[src/rtl/gcp_pkg.sv]
// Purpose: Shared constants, types and helpers of the GPIO pin configuration port
// Assumes: 50 MHz clock, APB register access, eight pins per bank
// Notes: Each bank word holds four 8-bit fields: mode, direction, special function, data
package gcp_pkg;
   // Clock and timing
   localparam int unsigned CLK_HZ = 50_000_000;
   localparam int unsigned LED_BLINK_MS = 50;
   localparam int unsigned LED_BLINK_CYC = (CLK_HZ / 1000) * LED_BLINK_MS;

   // Register byte addresses
   localparam logic [7:0] ADDR_BANK_FIRST = 8'h00;
   localparam logic [7:0] ADDR_BANK_SECOND = 8'h04;
   localparam logic [7:0] ADDR_CTRL = 8'h08;

   // Field positions inside a bank word
   localparam int unsigned FLD_MODE_LSB = 24;
   localparam int unsigned FLD_DIR_LSB = 16;
   localparam int unsigned FLD_SF_LSB = 8;
   localparam int unsigned FLD_DATA_LSB = 0;

   // Bank reset values: first bank in serial use, second bank LED output dark
   localparam logic [7:0] RST_FIRST_MODE = 8'hef;
   localparam logic [7:0] RST_FIRST_DIR = 8'h00;
   localparam logic [7:0] RST_FIRST_DATA = 8'h00;
   localparam logic [7:0] RST_SECOND_MODE = 8'h00;
   localparam logic [7:0] RST_SECOND_DIR = 8'h40;
   localparam logic [7:0] RST_SECOND_SF = 8'h00;
   localparam logic [7:0] RST_SECOND_DATA = 8'h40;

   // Per-bank structure: which pins own a special-function bit, and serial outputs
   localparam logic [7:0] FIRST_SF_MASK = 8'h00;
   localparam logic [7:0] SECOND_SF_MASK = 8'hff;
   localparam logic [7:0] FIRST_SPEC_OUT_MASK = 8'he0;
   localparam logic [7:0] SECOND_SPEC_OUT_MASK = 8'h00;
   localparam int unsigned LED_BIT = 6;
   localparam int unsigned INIT_BIT = 5;

   // Control and status register bits
   localparam int unsigned CTRL_LED_AUTO_BIT = 0;
   localparam int unsigned CTRL_TRIG_LVL_BIT = 1;
   localparam int unsigned STAT_INIT_LVL_BIT = 8;
   localparam int unsigned STAT_BLINK_BIT = 9;
   localparam logic [1:0] RST_CTRL = 2'h1;

   // Soft reset watcher states
   typedef enum logic [0:0] {GCP_SR_ARMED = 1'b0, GCP_SR_HELD = 1'b1} gcp_sr_state_e;

   // Pins acting as plain general inputs
   function automatic logic [7:0] gcp_gpio_in(input logic [7:0] mode, input logic [7:0] dir,
                                              input logic [7:0] sf);
      return ~mode & ~dir & ~sf;
   endfunction

   // Pins acting as plain general outputs
   function automatic logic [7:0] gcp_gpio_out(input logic [7:0] mode, input logic [7:0] dir,
                                               input logic [7:0] sf);
      return ~mode & dir & ~sf;
   endfunction
endpackage

[src/rtl/gcp_bank_if.sv]
// Purpose: Carries one bank's configuration to its pin logic and pin levels back
// Assumes: Eight pins per bank
// Notes: Register side drives the fields, pin side returns the sampled levels
`timescale 1ns/1ns
`default_nettype none
interface gcp_bank_if;
   logic [7:0] mode;
   logic [7:0] dir;
   logic [7:0] sf;
   logic [7:0] data;
   logic [7:0] pin_lvl;
   modport ctrl (output mode, output dir, output sf, output data, input pin_lvl);
   modport bank (input mode, input dir, input sf, input data, output pin_lvl);
endinterface
`default_nettype wire

[src/rtl/gcp_bank.sv]
// Purpose: Pin multiplexer for one bank of eight pins
// Assumes: Pin inputs synchronous to the system clock
// Notes: Mode set selects the pin's special function; unknown selections leave it undriven
`timescale 1ns/1ns
`default_nettype none
module gcp_bank
   import gcp_pkg::*;
#(
   parameter logic [7:0] SF_MASK = 8'h00,
   parameter logic [7:0] SPEC_OUT_MASK = 8'h00
)
(
   // Configuration
   gcp_bank_if.bank cfg,
   // Pads
   input wire logic [7:0] pin_i,
   output logic [7:0] pin_o,
   output logic [7:0] pin_oe_o,
   // Special function side
   input wire logic [7:0] spec_drive_i
);
   logic [7:0] sf_eff;
   logic [7:0] gout;
   logic [7:0] spec_out;

   // Pins without a special-function bit behave as if it were zero
   assign sf_eff = cfg.sf & SF_MASK;
   assign gout = gcp_gpio_out(cfg.mode, cfg.dir, sf_eff);
   // Special function owns only the pins whose peripheral drives them
   assign spec_out = cfg.mode & ~sf_eff & SPEC_OUT_MASK;

   // Drive data or peripheral value; plain inputs stay released
   always_comb
   begin
      pin_oe_o = gout | spec_out;
      pin_o = (gout & cfg.data) | (spec_out & spec_drive_i);
   end

   // Reads always see the pad level, whatever drives it
   assign cfg.pin_lvl = pin_i;
endmodule // gcp_bank
`default_nettype wire

[src/rtl/gcp_events.sv]
// Purpose: Activity blink timer for the green LED and soft reset line watcher
// Assumes: Activity is a one-cycle pulse per network event
// Notes: A new event restarts the blink window
`timescale 1ns/1ns
`default_nettype none
module gcp_events
   import gcp_pkg::*;
#(
   parameter int unsigned BLINK_CYC = LED_BLINK_CYC
)
(
   // Clock and reset
   input wire logic clk,
   input wire logic rst_n,
   // Activity LED
   input wire logic net_act_i,
   input wire logic led_auto_i,
   output logic blink_o,
   // Soft reset line
   input wire logic init_is_input_i,
   input wire logic init_lvl_i,
   input wire logic trig_lvl_i,
   output logic soft_rst_o
);
   localparam int CW = $clog2(BLINK_CYC + 1);
   localparam logic [CW-1:0] BLINK_LOAD = CW'(BLINK_CYC);

   logic [CW-1:0] cnt;
   logic [CW-1:0] next_cnt;
   logic next_blink_o;
   gcp_sr_state_e sr_state;
   gcp_sr_state_e next_sr_state;
   logic next_soft_rst_o;
   logic hit;

   // Blink window: LED lit for a fixed time after each activity event
   always_comb
   begin
      next_cnt = cnt;
      if (led_auto_i && net_act_i)
         next_cnt = BLINK_LOAD;
      else if (cnt != '0)
         next_cnt = cnt - CW'(1);
      if (!led_auto_i)
         next_cnt = '0;
      next_blink_o = (next_cnt != '0);
   end

   // One request per arrival at the trigger level; the line must leave it to re-arm
   assign hit = init_is_input_i && (init_lvl_i == trig_lvl_i);
   always_comb
   begin
      next_sr_state = sr_state;
      next_soft_rst_o = 1'b0;
      unique case (sr_state)
         GCP_SR_ARMED:
         begin
            if (hit)
            begin
               next_soft_rst_o = 1'b1;
               next_sr_state = GCP_SR_HELD;
            end
         end
         GCP_SR_HELD:
         begin
            if (!hit)
               next_sr_state = GCP_SR_ARMED;
         end
      endcase
   end

   // Registers
   always_ff @(posedge clk)
   begin
      if (!rst_n)
      begin
         cnt <= '0;
         blink_o <= 1'b0;
         sr_state <= GCP_SR_HELD;
         soft_rst_o <= 1'b0;
      end
      else
      begin
         cnt <= next_cnt;
         blink_o <= next_blink_o;
         sr_state <= next_sr_state;
         soft_rst_o <= next_soft_rst_o;
      end
   end
endmodule // gcp_events
`default_nettype wire

[src/rtl/gcp_port.sv]
// Purpose: Top of the sixteen-pin GPIO configuration port with its APB register file
// Assumes: 50 MHz CLK_I, synchronous active-low RESETN_I, pads synchronous to CLK_I
// Notes: Two bank words of eight pins each plus one control and status word
//
// Chosen here: the address map and the APB interface to the registers.
`timescale 1ns/1ns
`default_nettype none
module gcp_port
   import gcp_pkg::*;
#(
   parameter int unsigned BLINK_CYC = LED_BLINK_CYC
)
(
   // Clock and reset
   input wire logic CLK_I,
   input wire logic RESETN_I,
   // APB slave
   input wire logic PSEL_I,
   input wire logic PENABLE_I,
   input wire logic PWRITE_I,
   input wire logic [7:0] PADDR_I,
   input wire logic [31:0] PWDATA_I,
   input wire logic [3:0] PSTRB_I,
   output logic [31:0] PRDATA_O,
   output logic PREADY_O,
   output logic PSLVERR_O,
   // First bank pads
   input wire logic [7:0] BANK_FIRST_PIN_I,
   output logic [7:0] BANK_FIRST_PIN_O,
   output logic [7:0] BANK_FIRST_PIN_OE_O,
   // Second bank pads
   input wire logic [7:0] BANK_SECOND_PIN_I,
   output logic [7:0] BANK_SECOND_PIN_O,
   output logic [7:0] BANK_SECOND_PIN_OE_O,
   // Serial controller side
   input wire logic [7:0] SER_DRIVE_I,
   output logic [7:0] SER_SENSE_O,
   // Network activity and soft reset request
   input wire logic NET_ACT_I,
   output logic SOFT_RESET_REQ_O
);
   gcp_bank_if first_if ();
   gcp_bank_if second_if ();

   // Bank state
   logic [7:0] f_mode;
   logic [7:0] f_dir;
   logic [7:0] f_data;
   logic [7:0] s_mode;
   logic [7:0] s_dir;
   logic [7:0] s_sf;
   logic [7:0] s_data;
   logic [1:0] ctrl;
   logic [7:0] next_f_mode;
   logic [7:0] next_f_dir;
   logic [7:0] next_f_data;
   logic [7:0] next_s_mode;
   logic [7:0] next_s_dir;
   logic [7:0] next_s_sf;
   logic [7:0] next_s_data;
   logic [1:0] next_ctrl;
   // Bus state
   logic [31:0] next_prdata;
   logic next_pslverr;
   logic [31:0] prdata;
   logic pslverr;
   logic setup;
   logic wr_en;
   logic mapped;
   logic [31:0] wmask;
   // Event side
   logic blink;
   logic init_is_input;
   logic [7:0] s_data_eff;
   logic [7:0] s_plain_in;

   // Merge a write into an 8-bit field honouring byte strobes
   function automatic logic [7:0] merge8(input logic [7:0] old, input int unsigned lsb,
                                         input logic [31:0] wd, input logic [31:0] m);
      logic [7:0] w;
      logic [7:0] k;
      w = wd[lsb +: 8];
      k = m[lsb +: 8];
      return (old & ~k) | (w & k);
   endfunction

   // Build one bank word from its fields
   function automatic logic [31:0] pack(input logic [7:0] mode, input logic [7:0] dir,
                                        input logic [7:0] sf, input logic [7:0] lvl);
      logic [31:0] w;
      w = '0;
      w[FLD_MODE_LSB +: 8] = mode;
      w[FLD_DIR_LSB +: 8] = dir;
      w[FLD_SF_LSB +: 8] = sf;
      w[FLD_DATA_LSB +: 8] = lvl;
      return w;
   endfunction

   // APB decode; zero wait states, the access phase always completes
   assign setup = PSEL_I && !PENABLE_I;
   assign wr_en = PSEL_I && PENABLE_I && PWRITE_I;
   assign mapped = (PADDR_I == ADDR_BANK_FIRST) || (PADDR_I == ADDR_BANK_SECOND) ||
                   (PADDR_I == ADDR_CTRL);
   assign wmask = {{8{PSTRB_I[3]}}, {8{PSTRB_I[2]}}, {8{PSTRB_I[1]}}, {8{PSTRB_I[0]}}};
   assign PREADY_O = 1'b1;
   assign PRDATA_O = prdata;
   assign PSLVERR_O = pslverr && PSEL_I && PENABLE_I;

   // Register writes; only the addressed word changes, others keep their pins
   always_comb
   begin
      next_f_mode = f_mode;
      next_f_dir = f_dir;
      next_f_data = f_data;
      next_s_mode = s_mode;
      next_s_dir = s_dir;
      next_s_sf = s_sf;
      next_s_data = s_data;
      next_ctrl = ctrl;
      if (wr_en && PADDR_I == ADDR_BANK_FIRST)
      begin
         next_f_mode = merge8(f_mode, FLD_MODE_LSB, PWDATA_I, wmask);
         next_f_dir = merge8(f_dir, FLD_DIR_LSB, PWDATA_I, wmask);
         // Data kept regardless of direction, so it appears once output
         next_f_data = merge8(f_data, FLD_DATA_LSB, PWDATA_I, wmask);
      end
      if (wr_en && PADDR_I == ADDR_BANK_SECOND)
      begin
         next_s_mode = merge8(s_mode, FLD_MODE_LSB, PWDATA_I, wmask);
         next_s_dir = merge8(s_dir, FLD_DIR_LSB, PWDATA_I, wmask);
         next_s_sf = merge8(s_sf, FLD_SF_LSB, PWDATA_I, wmask);
         next_s_data = merge8(s_data, FLD_DATA_LSB, PWDATA_I, wmask);
      end
      if (wr_en && PADDR_I == ADDR_CTRL && PSTRB_I[0])
         next_ctrl = PWDATA_I[1:0];
   end

   // Read data captured in the setup phase so PRDATA comes from flip-flops
   always_comb
   begin
      next_prdata = prdata;
      next_pslverr = pslverr;
      if (setup)
      begin
         next_pslverr = !mapped;
         next_prdata = '0;
         if (!PWRITE_I)
         begin
            unique case (PADDR_I)
               // Special-function field reads zero in the first bank
               ADDR_BANK_FIRST:
                  next_prdata = pack(f_mode, f_dir, FIRST_SF_MASK, first_if.pin_lvl);
               ADDR_BANK_SECOND:
                  next_prdata = pack(s_mode, s_dir, s_sf, second_if.pin_lvl);
               ADDR_CTRL:
               begin
                  next_prdata[CTRL_LED_AUTO_BIT] = ctrl[CTRL_LED_AUTO_BIT];
                  next_prdata[CTRL_TRIG_LVL_BIT] = ctrl[CTRL_TRIG_LVL_BIT];
                  next_prdata[STAT_INIT_LVL_BIT] = second_if.pin_lvl[INIT_BIT];
                  next_prdata[STAT_BLINK_BIT] = blink;
               end
               default:
                  next_prdata = '0;
            endcase
         end
      end
   end

   // State registers; synchronous reset holds everything while RESETN_I is low
   always_ff @(posedge CLK_I)
   begin
      if (!RESETN_I)
      begin
         f_mode <= RST_FIRST_MODE;
         f_dir <= RST_FIRST_DIR;
         f_data <= RST_FIRST_DATA;
         s_mode <= RST_SECOND_MODE;
         s_dir <= RST_SECOND_DIR;
         s_sf <= RST_SECOND_SF;
         s_data <= RST_SECOND_DATA;
         ctrl <= RST_CTRL;
         prdata <= '0;
         pslverr <= 1'b0;
      end
      else
      begin
         f_mode <= next_f_mode;
         f_dir <= next_f_dir;
         f_data <= next_f_data;
         s_mode <= next_s_mode;
         s_dir <= next_s_dir;
         s_sf <= next_s_sf;
         s_data <= next_s_data;
         ctrl <= next_ctrl;
         prdata <= next_prdata;
         pslverr <= next_pslverr;
      end
   end

   // Activity blink pulls the LED pin low; the stored data bit is untouched
   always_comb
   begin
      s_data_eff = s_data;
      s_data_eff[LED_BIT] = s_data[LED_BIT] & ~blink;
   end

   // Line 5 is watched only while it is a plain input
   assign s_plain_in = gcp_gpio_in(s_mode, s_dir, s_sf);
   assign init_is_input = s_plain_in[INIT_BIT];

   // Bank configuration to the pin logic
   assign first_if.mode = f_mode;
   assign first_if.dir = f_dir;
   assign first_if.sf = FIRST_SF_MASK;
   assign first_if.data = f_data;
   assign second_if.mode = s_mode;
   assign second_if.dir = s_dir;
   assign second_if.sf = s_sf;
   assign second_if.data = s_data_eff;

   // Serial controller sees the first-bank pad levels
   assign SER_SENSE_O = first_if.pin_lvl;

   // First bank: serial lines or general pins
   gcp_bank #(
      .SF_MASK(FIRST_SF_MASK),
      .SPEC_OUT_MASK(FIRST_SPEC_OUT_MASK)
   ) u_first (
      .cfg(first_if.bank),
      .pin_i(BANK_FIRST_PIN_I),
      .pin_o(BANK_FIRST_PIN_O),
      .pin_oe_o(BANK_FIRST_PIN_OE_O),
      .spec_drive_i(SER_DRIVE_I)
   );

   // Second bank: LED, free line and reserved pins
   gcp_bank #(
      .SF_MASK(SECOND_SF_MASK),
      .SPEC_OUT_MASK(SECOND_SPEC_OUT_MASK)
   ) u_second (
      .cfg(second_if.bank),
      .pin_i(BANK_SECOND_PIN_I),
      .pin_o(BANK_SECOND_PIN_O),
      .pin_oe_o(BANK_SECOND_PIN_OE_O),
      .spec_drive_i(8'h00)
   );

   // LED blink timer and soft reset watcher
   gcp_events #(
      .BLINK_CYC(BLINK_CYC)
   ) u_events (
      .clk(CLK_I),
      .rst_n(RESETN_I),
      .net_act_i(NET_ACT_I),
      .led_auto_i(ctrl[CTRL_LED_AUTO_BIT]),
      .blink_o(blink),
      .init_is_input_i(init_is_input),
      .init_lvl_i(BANK_SECOND_PIN_I[INIT_BIT]),
      .trig_lvl_i(ctrl[CTRL_TRIG_LVL_BIT]),
      .soft_rst_o(SOFT_RESET_REQ_O)
   );
endmodule // gcp_port
`default_nettype wire

[config.mk]
export PLATFORM = sky130hd
export DESIGN_NAME = gcp_port
export DESIGN_NICKNAME = d
export VERILOG_FILES = /design/src/rtl/gcp_pkg.sv /design/src/rtl/gcp_bank_if.sv /design/src/rtl/gcp_bank.sv /design/src/rtl/gcp_events.sv /design/src/rtl/gcp_port.sv
export SDC_FILE = /design/constraint.sdc
export NUM_CORES = 1
export LEC_CHECK = 0
export BUFFER_PORTS_ARGS = -buffer_cell sky130_fd_sc_hd__buf_2
export CAP_MARGIN = 20
export CORE_UTILIZATION = 52
export DETAILED_ROUTE_END_ITERATION = 8
export GPL_TIMING_DRIVEN = 0
export PLACE_DENSITY = 0.8
export SETUP_SLACK_MARGIN = 0.02
export SLEW_MARGIN = 20
export SYNTH_ARGS = -nofsm -noshare
export SYNTH_HDL_FRONTEND = slang
export SYNTH_SLANG_ARGS = --single-unit
[constraint.sdc]
create_clock -name CLK_I -period 3.4 [get_ports CLK_I]
set_clock_uncertainty 0.1 [all_clocks]
set_input_delay 1.02 -clock CLK_I [delete_from_list [all_inputs] [get_ports CLK_I]]
set_output_delay 1.02 -clock CLK_I [all_outputs]
set_load 0.01 [all_outputs]
Word-level counts from Yosys, hierarchy flattened
Index checks and enable logic that the tools add are counted.
{"block": "op_classes", "n_addsub": 1, "n_eq_ne": 3, "n_mux": 9, "bitwise": 39, "n_reduce_logical": 19}
{"op": "$and 8x8->8", "n": 17}
{"op": "$or 8x8->8", "n": 9}
{"op": "$mux 22", "n": 3}
{"op": "$not 8->8", "n": 7}
{"op": "$pmux 22 s2", "n": 1}
{"op": "$reduce_bool 22->1", "n": 2}
{"op": "$mux 32", "n": 1}
{"op": "$sub 22x1->22 const B", "n": 1}
{"op": "$and 6x6->6", "n": 2}
{"op": "$pmux 6 s2", "n": 1}
{"op": "$logic_and 1x1->1", "n": 11}
{"op": "$eq 8x3->1 const B", "n": 1}
{"op": "$eq 8x4->1 const B", "n": 1}
{"op": "$logic_not 8->1", "n": 1}
{"op": "$not 6->6", "n": 1}
{"op": "$pmux 2 s3", "n": 1}
{"op": "$pmux 2 s2", "n": 1}
{"op": "$logic_not 1->1", "n": 2}
{"op": "$logic_or 1x1->1", "n": 2}
{"op": "$not 1->1", "n": 2}
{"op": "$reduce_or 2->1", "n": 1}
{"op": "$and 1x1->1", "n": 1}
{"op": "$eq 1x1->1", "n": 1}
{"op": "$mux 1", "n": 1}
{"block": "word_totals", "ff_bits": 116, "inputBits": 74, "output_inout_bits": 75}

Logic depth before layout (Yosys ltp)
{"block": "depth", "depth_word": 5, "depth_mapped": 11, "ltp_nobuf": 8}

By module
From an unflattened synthesis, not the netlist that was laid out.
{"block": "hier_totals", "cells_unflattened": 662, "hier_area_um2": 5945.7}
{"module": "gcp_port", "instances": 1, "cells_each": 436, "area_per_inst_um2": 4091.4, "seq_area_each_um2": 1821.7}
{"module": "gcp_events", "instances": 1, "cells_each": 172, "area_per_inst_um2": 1417.6, "seq_area_each_um2": 500.5}
{"module": "gcp_bank at u_second", "instances": 1, "cells_each": 24, "area_per_inst_um2": 220.2, "seq_area_each_um2": 0.0}
{"module": "gcp_bank at u_first", "instances": 1, "cells_each": 30, "area_per_inst_um2": 216.5, "seq_area_each_um2": 0.0}

Worst setup path before layout
Ideal clock, no wire load.
{"block": "synth_timing", "path_kind": "input -> register", "from": "input port PADDR_I[2]", "to": "register with a tool-made name", "arrival_ps": 2519, "required_ps": 3171, "setup_slack_ps": 652, "path_stages": 6, "n_path_buf": 1, "cell_sequence": "clkbuf_1 inv_1 nor4_1 nand2_1 mux2i_1 nand2_1"}
{"element": "start, declared", "line": "gcp_port.sv:21", "rtl": "input wire logic [7:0] PADDR_I,"}

==> impl_summary.txt <==
----------------------------------------------------
[Clocking]
  # Post-CTS Setup Buffers ... 0
  Clock-pin slew on the worst setup and hold paths ... around 0.06 ns
  Clk root buf ... sky130_fd_sc_hd__clkbuf_8
  Clock latency of the later-clocked register in the worst-skew pair ... roughly 0.52 ns
  Number of instances resized during post-cts repair ... 0
  Hold-fix buffers at CTS ... 0
  H-tree Lvls ... 4
  Number of clock buffers inserted by TritonCTS ... 17
  CTS tree ... yes
  Maximum count of clock buffers along a single path ... 2
  Number of clock sinks ... between 100 and 150

[STA]
  Final-report setup violation count ... 0
  TNS Setup ... 0 ns
  Min Tclk post-route ... approximately 3 ns
  Post-route setup slack ... between 0.4 and 0.5 ns
  Share of the cycle needed by the critical path after routing ... 88.2%
  Unrepaired setup endpoints after global routing ... no
  Hold Violations, Final ... 0
  Final-report max-slew violation count ... 0
  Slew margin rel. ... 36.9%
  Worst Max-Slew Pin Slew ... between 0.9 and 1 ns
  Upper clock frequency limit ... 0.334 GHz

[Cells and area]
  Number of nets at the end of the flow ... 816
  Area growth from synthesis to layout ... 28.4%
  Flip-flop and latch area ... approximately 2300 µm²
  Most frequent cells in the layout ... sky130_fd_sc_hd__buf_2 (140), sky130_fd_sc_hd__nor2_1 (125), sky130_fd_sc_hd__dfxtp_1 (116)
  Number of filler instances in the final layout ... 777
  Share of cells above drive strength 1 ... a little over a quarter
  Most common cell after layout, fill and taps aside ... sky130_fd_sc_hd__buf_2
  Area of combinational cells with multiple inputs ... ~2700 µm²

[Die]
  Die area ... 10,400 µm²
  Die width ... slightly above 100 µm
  Area of the placeable core ... roughly 9700 µm²
  Top Ports ... ~150
  # rows ... 36
  Height of the die ... 102 µm
  Initial core utilization ... a little over half

[Yosys]
  Number of unique standard cell types used by synthesis ... 53
  Mean cell area of the mapped netlist ... 8.92 µm²
  Top flip-flop cell by instance count after synthesis ... sky130_fd_sc_hd__dfxtp_1
  Count of flip-flops with a built-in enable after synthesis ... 0
  Syn nets ... 658
  Syn Inst Count ... slightly below 600
  Combined area of all synthesized cells ... 5200 µm²
  Sequential share of the synthesized area ... between 40 and 50%
  Async SR Flop Fraction ... 0%
  Ys Warns ... 0
  Flops & latches, synth ... 116

[Place]
  Gpl congestion ... 0.886
  Worst setup slack after placement ... -0.0372 ns
  I/O Buffers ... between 100 and 150
  Post-detail-place hpwl ... around 11 mm

[Hold path]
  Hold Crit Depth ... 1
  Type of the tightest min-delay check ... flop to flop
  Hold Startpoint ... u_events.sr_state$_SDFF_PN1_
  Endpoint of the worst hold path ... u_events.soft_rst_o$_SDFF_PP0_

[Global routing]
  Grt total ovfl ... 0
  Wire length of the first global-routing pass ... 22.9 mm
  Maximum number of pins on one net before global-route repair ... 17
  Met2 track utilization from global routing ... 50.1%
  Gr usage total ... around 30%
  Number of global-route vias before repair ... 4,641
  Layer carrying the most global-route usage ... met2
  Met1 routing resource usage after global routing ... ~36%
  Fraction of met3 tracks used by global routing ... between 7 and 8%
  Number of antenna violations at the first check in global routing ... 0

[Drt]
  Final wirelength ... about 15 mm
  Detailed-route via count ... a little under 5,000
  Vias per std cell ... roughly 5.5
  Average routed wire per standard cell ... ~17 µm
  Post-DRT Antenna Nets ... 0
  Iteration count of the initial detailed-routing pass ... 5
  Post-route DRC violation count ... 0
  Starting DRC count in detailed routing ... 303

[Power]
  Pwr per Cell Area ... roughly 530 nW/µm²
  Worst supply voltage drop on vdd ... roughly 330 µV
  P_leak ... approximately 0.0033 µW

[Setup path]
  Kind of critical path ... input port to flop
  Arrival time worst endpoint ... about 3.3 ns
  Endpoint of the worst-slack reg-to-reg timing path ... u_events.blink_o$_SDFF_PN0_
  Capturing element type of the critical path ... flop
  Worst setup startpoint ... PADDR_I[2]
  Data required time at the worst endpoint ... ~3.7 ns
  Category of the worst setup path launch point ... input port
  Critical-path maximum fanout ... 10
  Reg2Reg Launch Point ... u_events.cnt[0]$_SDFF_PN0_
  Number of cell instances on the worst register-to-register path ... 9
  Reg-to-reg slack, setup ... between 0.5 and 0.6 ns

[Job]
  Max-capacitance violation count ... 0

[Status]
  Status ... complete, no violations

----------------------------------------------------
report_power, final:
group,internal (µW),leakage [µW],switching (µW),total (µW)
Combinational,134,0.00207,185,319
Clock,1150,0.000293,661,1810
Sequential,1380,0.000939,26.8,1410
cell usage after synthesis (5+ instances only):
master,instances,area [µm²]
sky130_fd_sc_hd__nor2b_1,8,50.1
sky130_fd_sc_hd__nor2_1,125,469
sky130_fd_sc_hd__a22oi_1,8,60.1
sky130_fd_sc_hd__clkbuf_1,18,67.6
sky130_fd_sc_hd__dfxtp_1,116,2320
sky130_fd_sc_hd__mux2i_1,84,841
sky130_fd_sc_hd__o21ai_0,8,40.0
sky130_fd_sc_hd__inv_1,5,18.8
sky130_fd_sc_hd__nor4_1,11,68.8
sky130_fd_sc_hd__nor3_1,17,85.1
sky130_fd_sc_hd__nand3_1,7,35.0
sky130_fd_sc_hd__xnor2_1,9,78.8
sky130_fd_sc_hd__nor3b_1,8,60.1
sky130_fd_sc_hd__nand2_1,38,143
sky130_fd_sc_hd__buf_4,11,82.6
sky130_fd_sc_hd__and2_1,16,100
sky130_fd_sc_hd__a21oi_1,29,145
worst max-delay path by stage:
| stage | end | slack (ns) | cells past startpoint |
|---|---|---|---|
| after floorplan | flop | 0.65 | 6 |
| after global placement | flop | -0.07 | 6 |
| after detailed placement | flop | -0.04 | 6 |
| after CTS | flop | 0.48 | 6 |
| after global routing | flop | 0.33 | 6 |
| final | flop | 0.40 | 6 |
layout make-up:
cell class / count / share of cell area, %
Sequential cell: 116 / 34.8
Multi-Input combinational cell: 425 / 39.7
Antenna cell: 2 / 0.0750
Timing Repair Buffer: 139 / 10.4
Clock inverter: 13 / 2.64
Clock buffer: 19 / 6.47
Buffer: 36 / 2.94
Tap cell: 133 / 2.49
Inverter: 6 / 0.450
stage by stage:
| stage | hold slack [ns] | total power, µW | std cells | instance area (µm²) | utilization, % |
|---|---|---|---|---|---|
| 6_report | 0.297 | 3530 | 889 | 6670 | 68.6 |
| 5_1_grt | 0.304 | 3630 | 887 | 6670 | 68.5 |
| 4_1_cts | 0.298 | 3540 | 887 | 6670 | 68.5 |
| 3_3_place_gp | 0.284 | 1740 | 855 | 6060 | 62.3 |
| 3_5_place_dp | 0.290 | 1750 | 855 | 6060 | 62.3 |
| 2_1_floorplan | 0.276 | 1640 | 583 | 5200 | - |
cell families after synthesis:
group                    after synthesis  synth area share (%)
adder cells (fa/ha/maj)                1                 0.241
other                                  1                0.0721
buffers and inverters                 42                  4.36
AO/OA/AOI/OAI                         71                  9.05
XOR/XNOR                              13                  2.19
flip-flops                           116                  44.7
multiplexers                          84                  16.2
AND/OR/NAND/NOR                      255                  23.2
per-layer routing:
layer / vias to the layer above / share of wire [%]
met5: - / 0
li1: 2335 / -
met4: 0 / 1.9
met2: 211 / 48
met1: 2320 / 42
met3: 28 / 7.9
critical path, stage by stage:
cell and delay, ns:
sky130_fd_sc_hd__clkbuf_1 0.54, sky130_fd_sc_hd__inv_1 0.13, sky130_fd_sc_hd__nor4_1 0.62, sky130_fd_sc_hd__nand2_1 0.56, sky130_fd_sc_hd__mux2i_1 0.32, sky130_fd_sc_hd__nor2_1 0.07
Power figures use the tool's default switching activity.
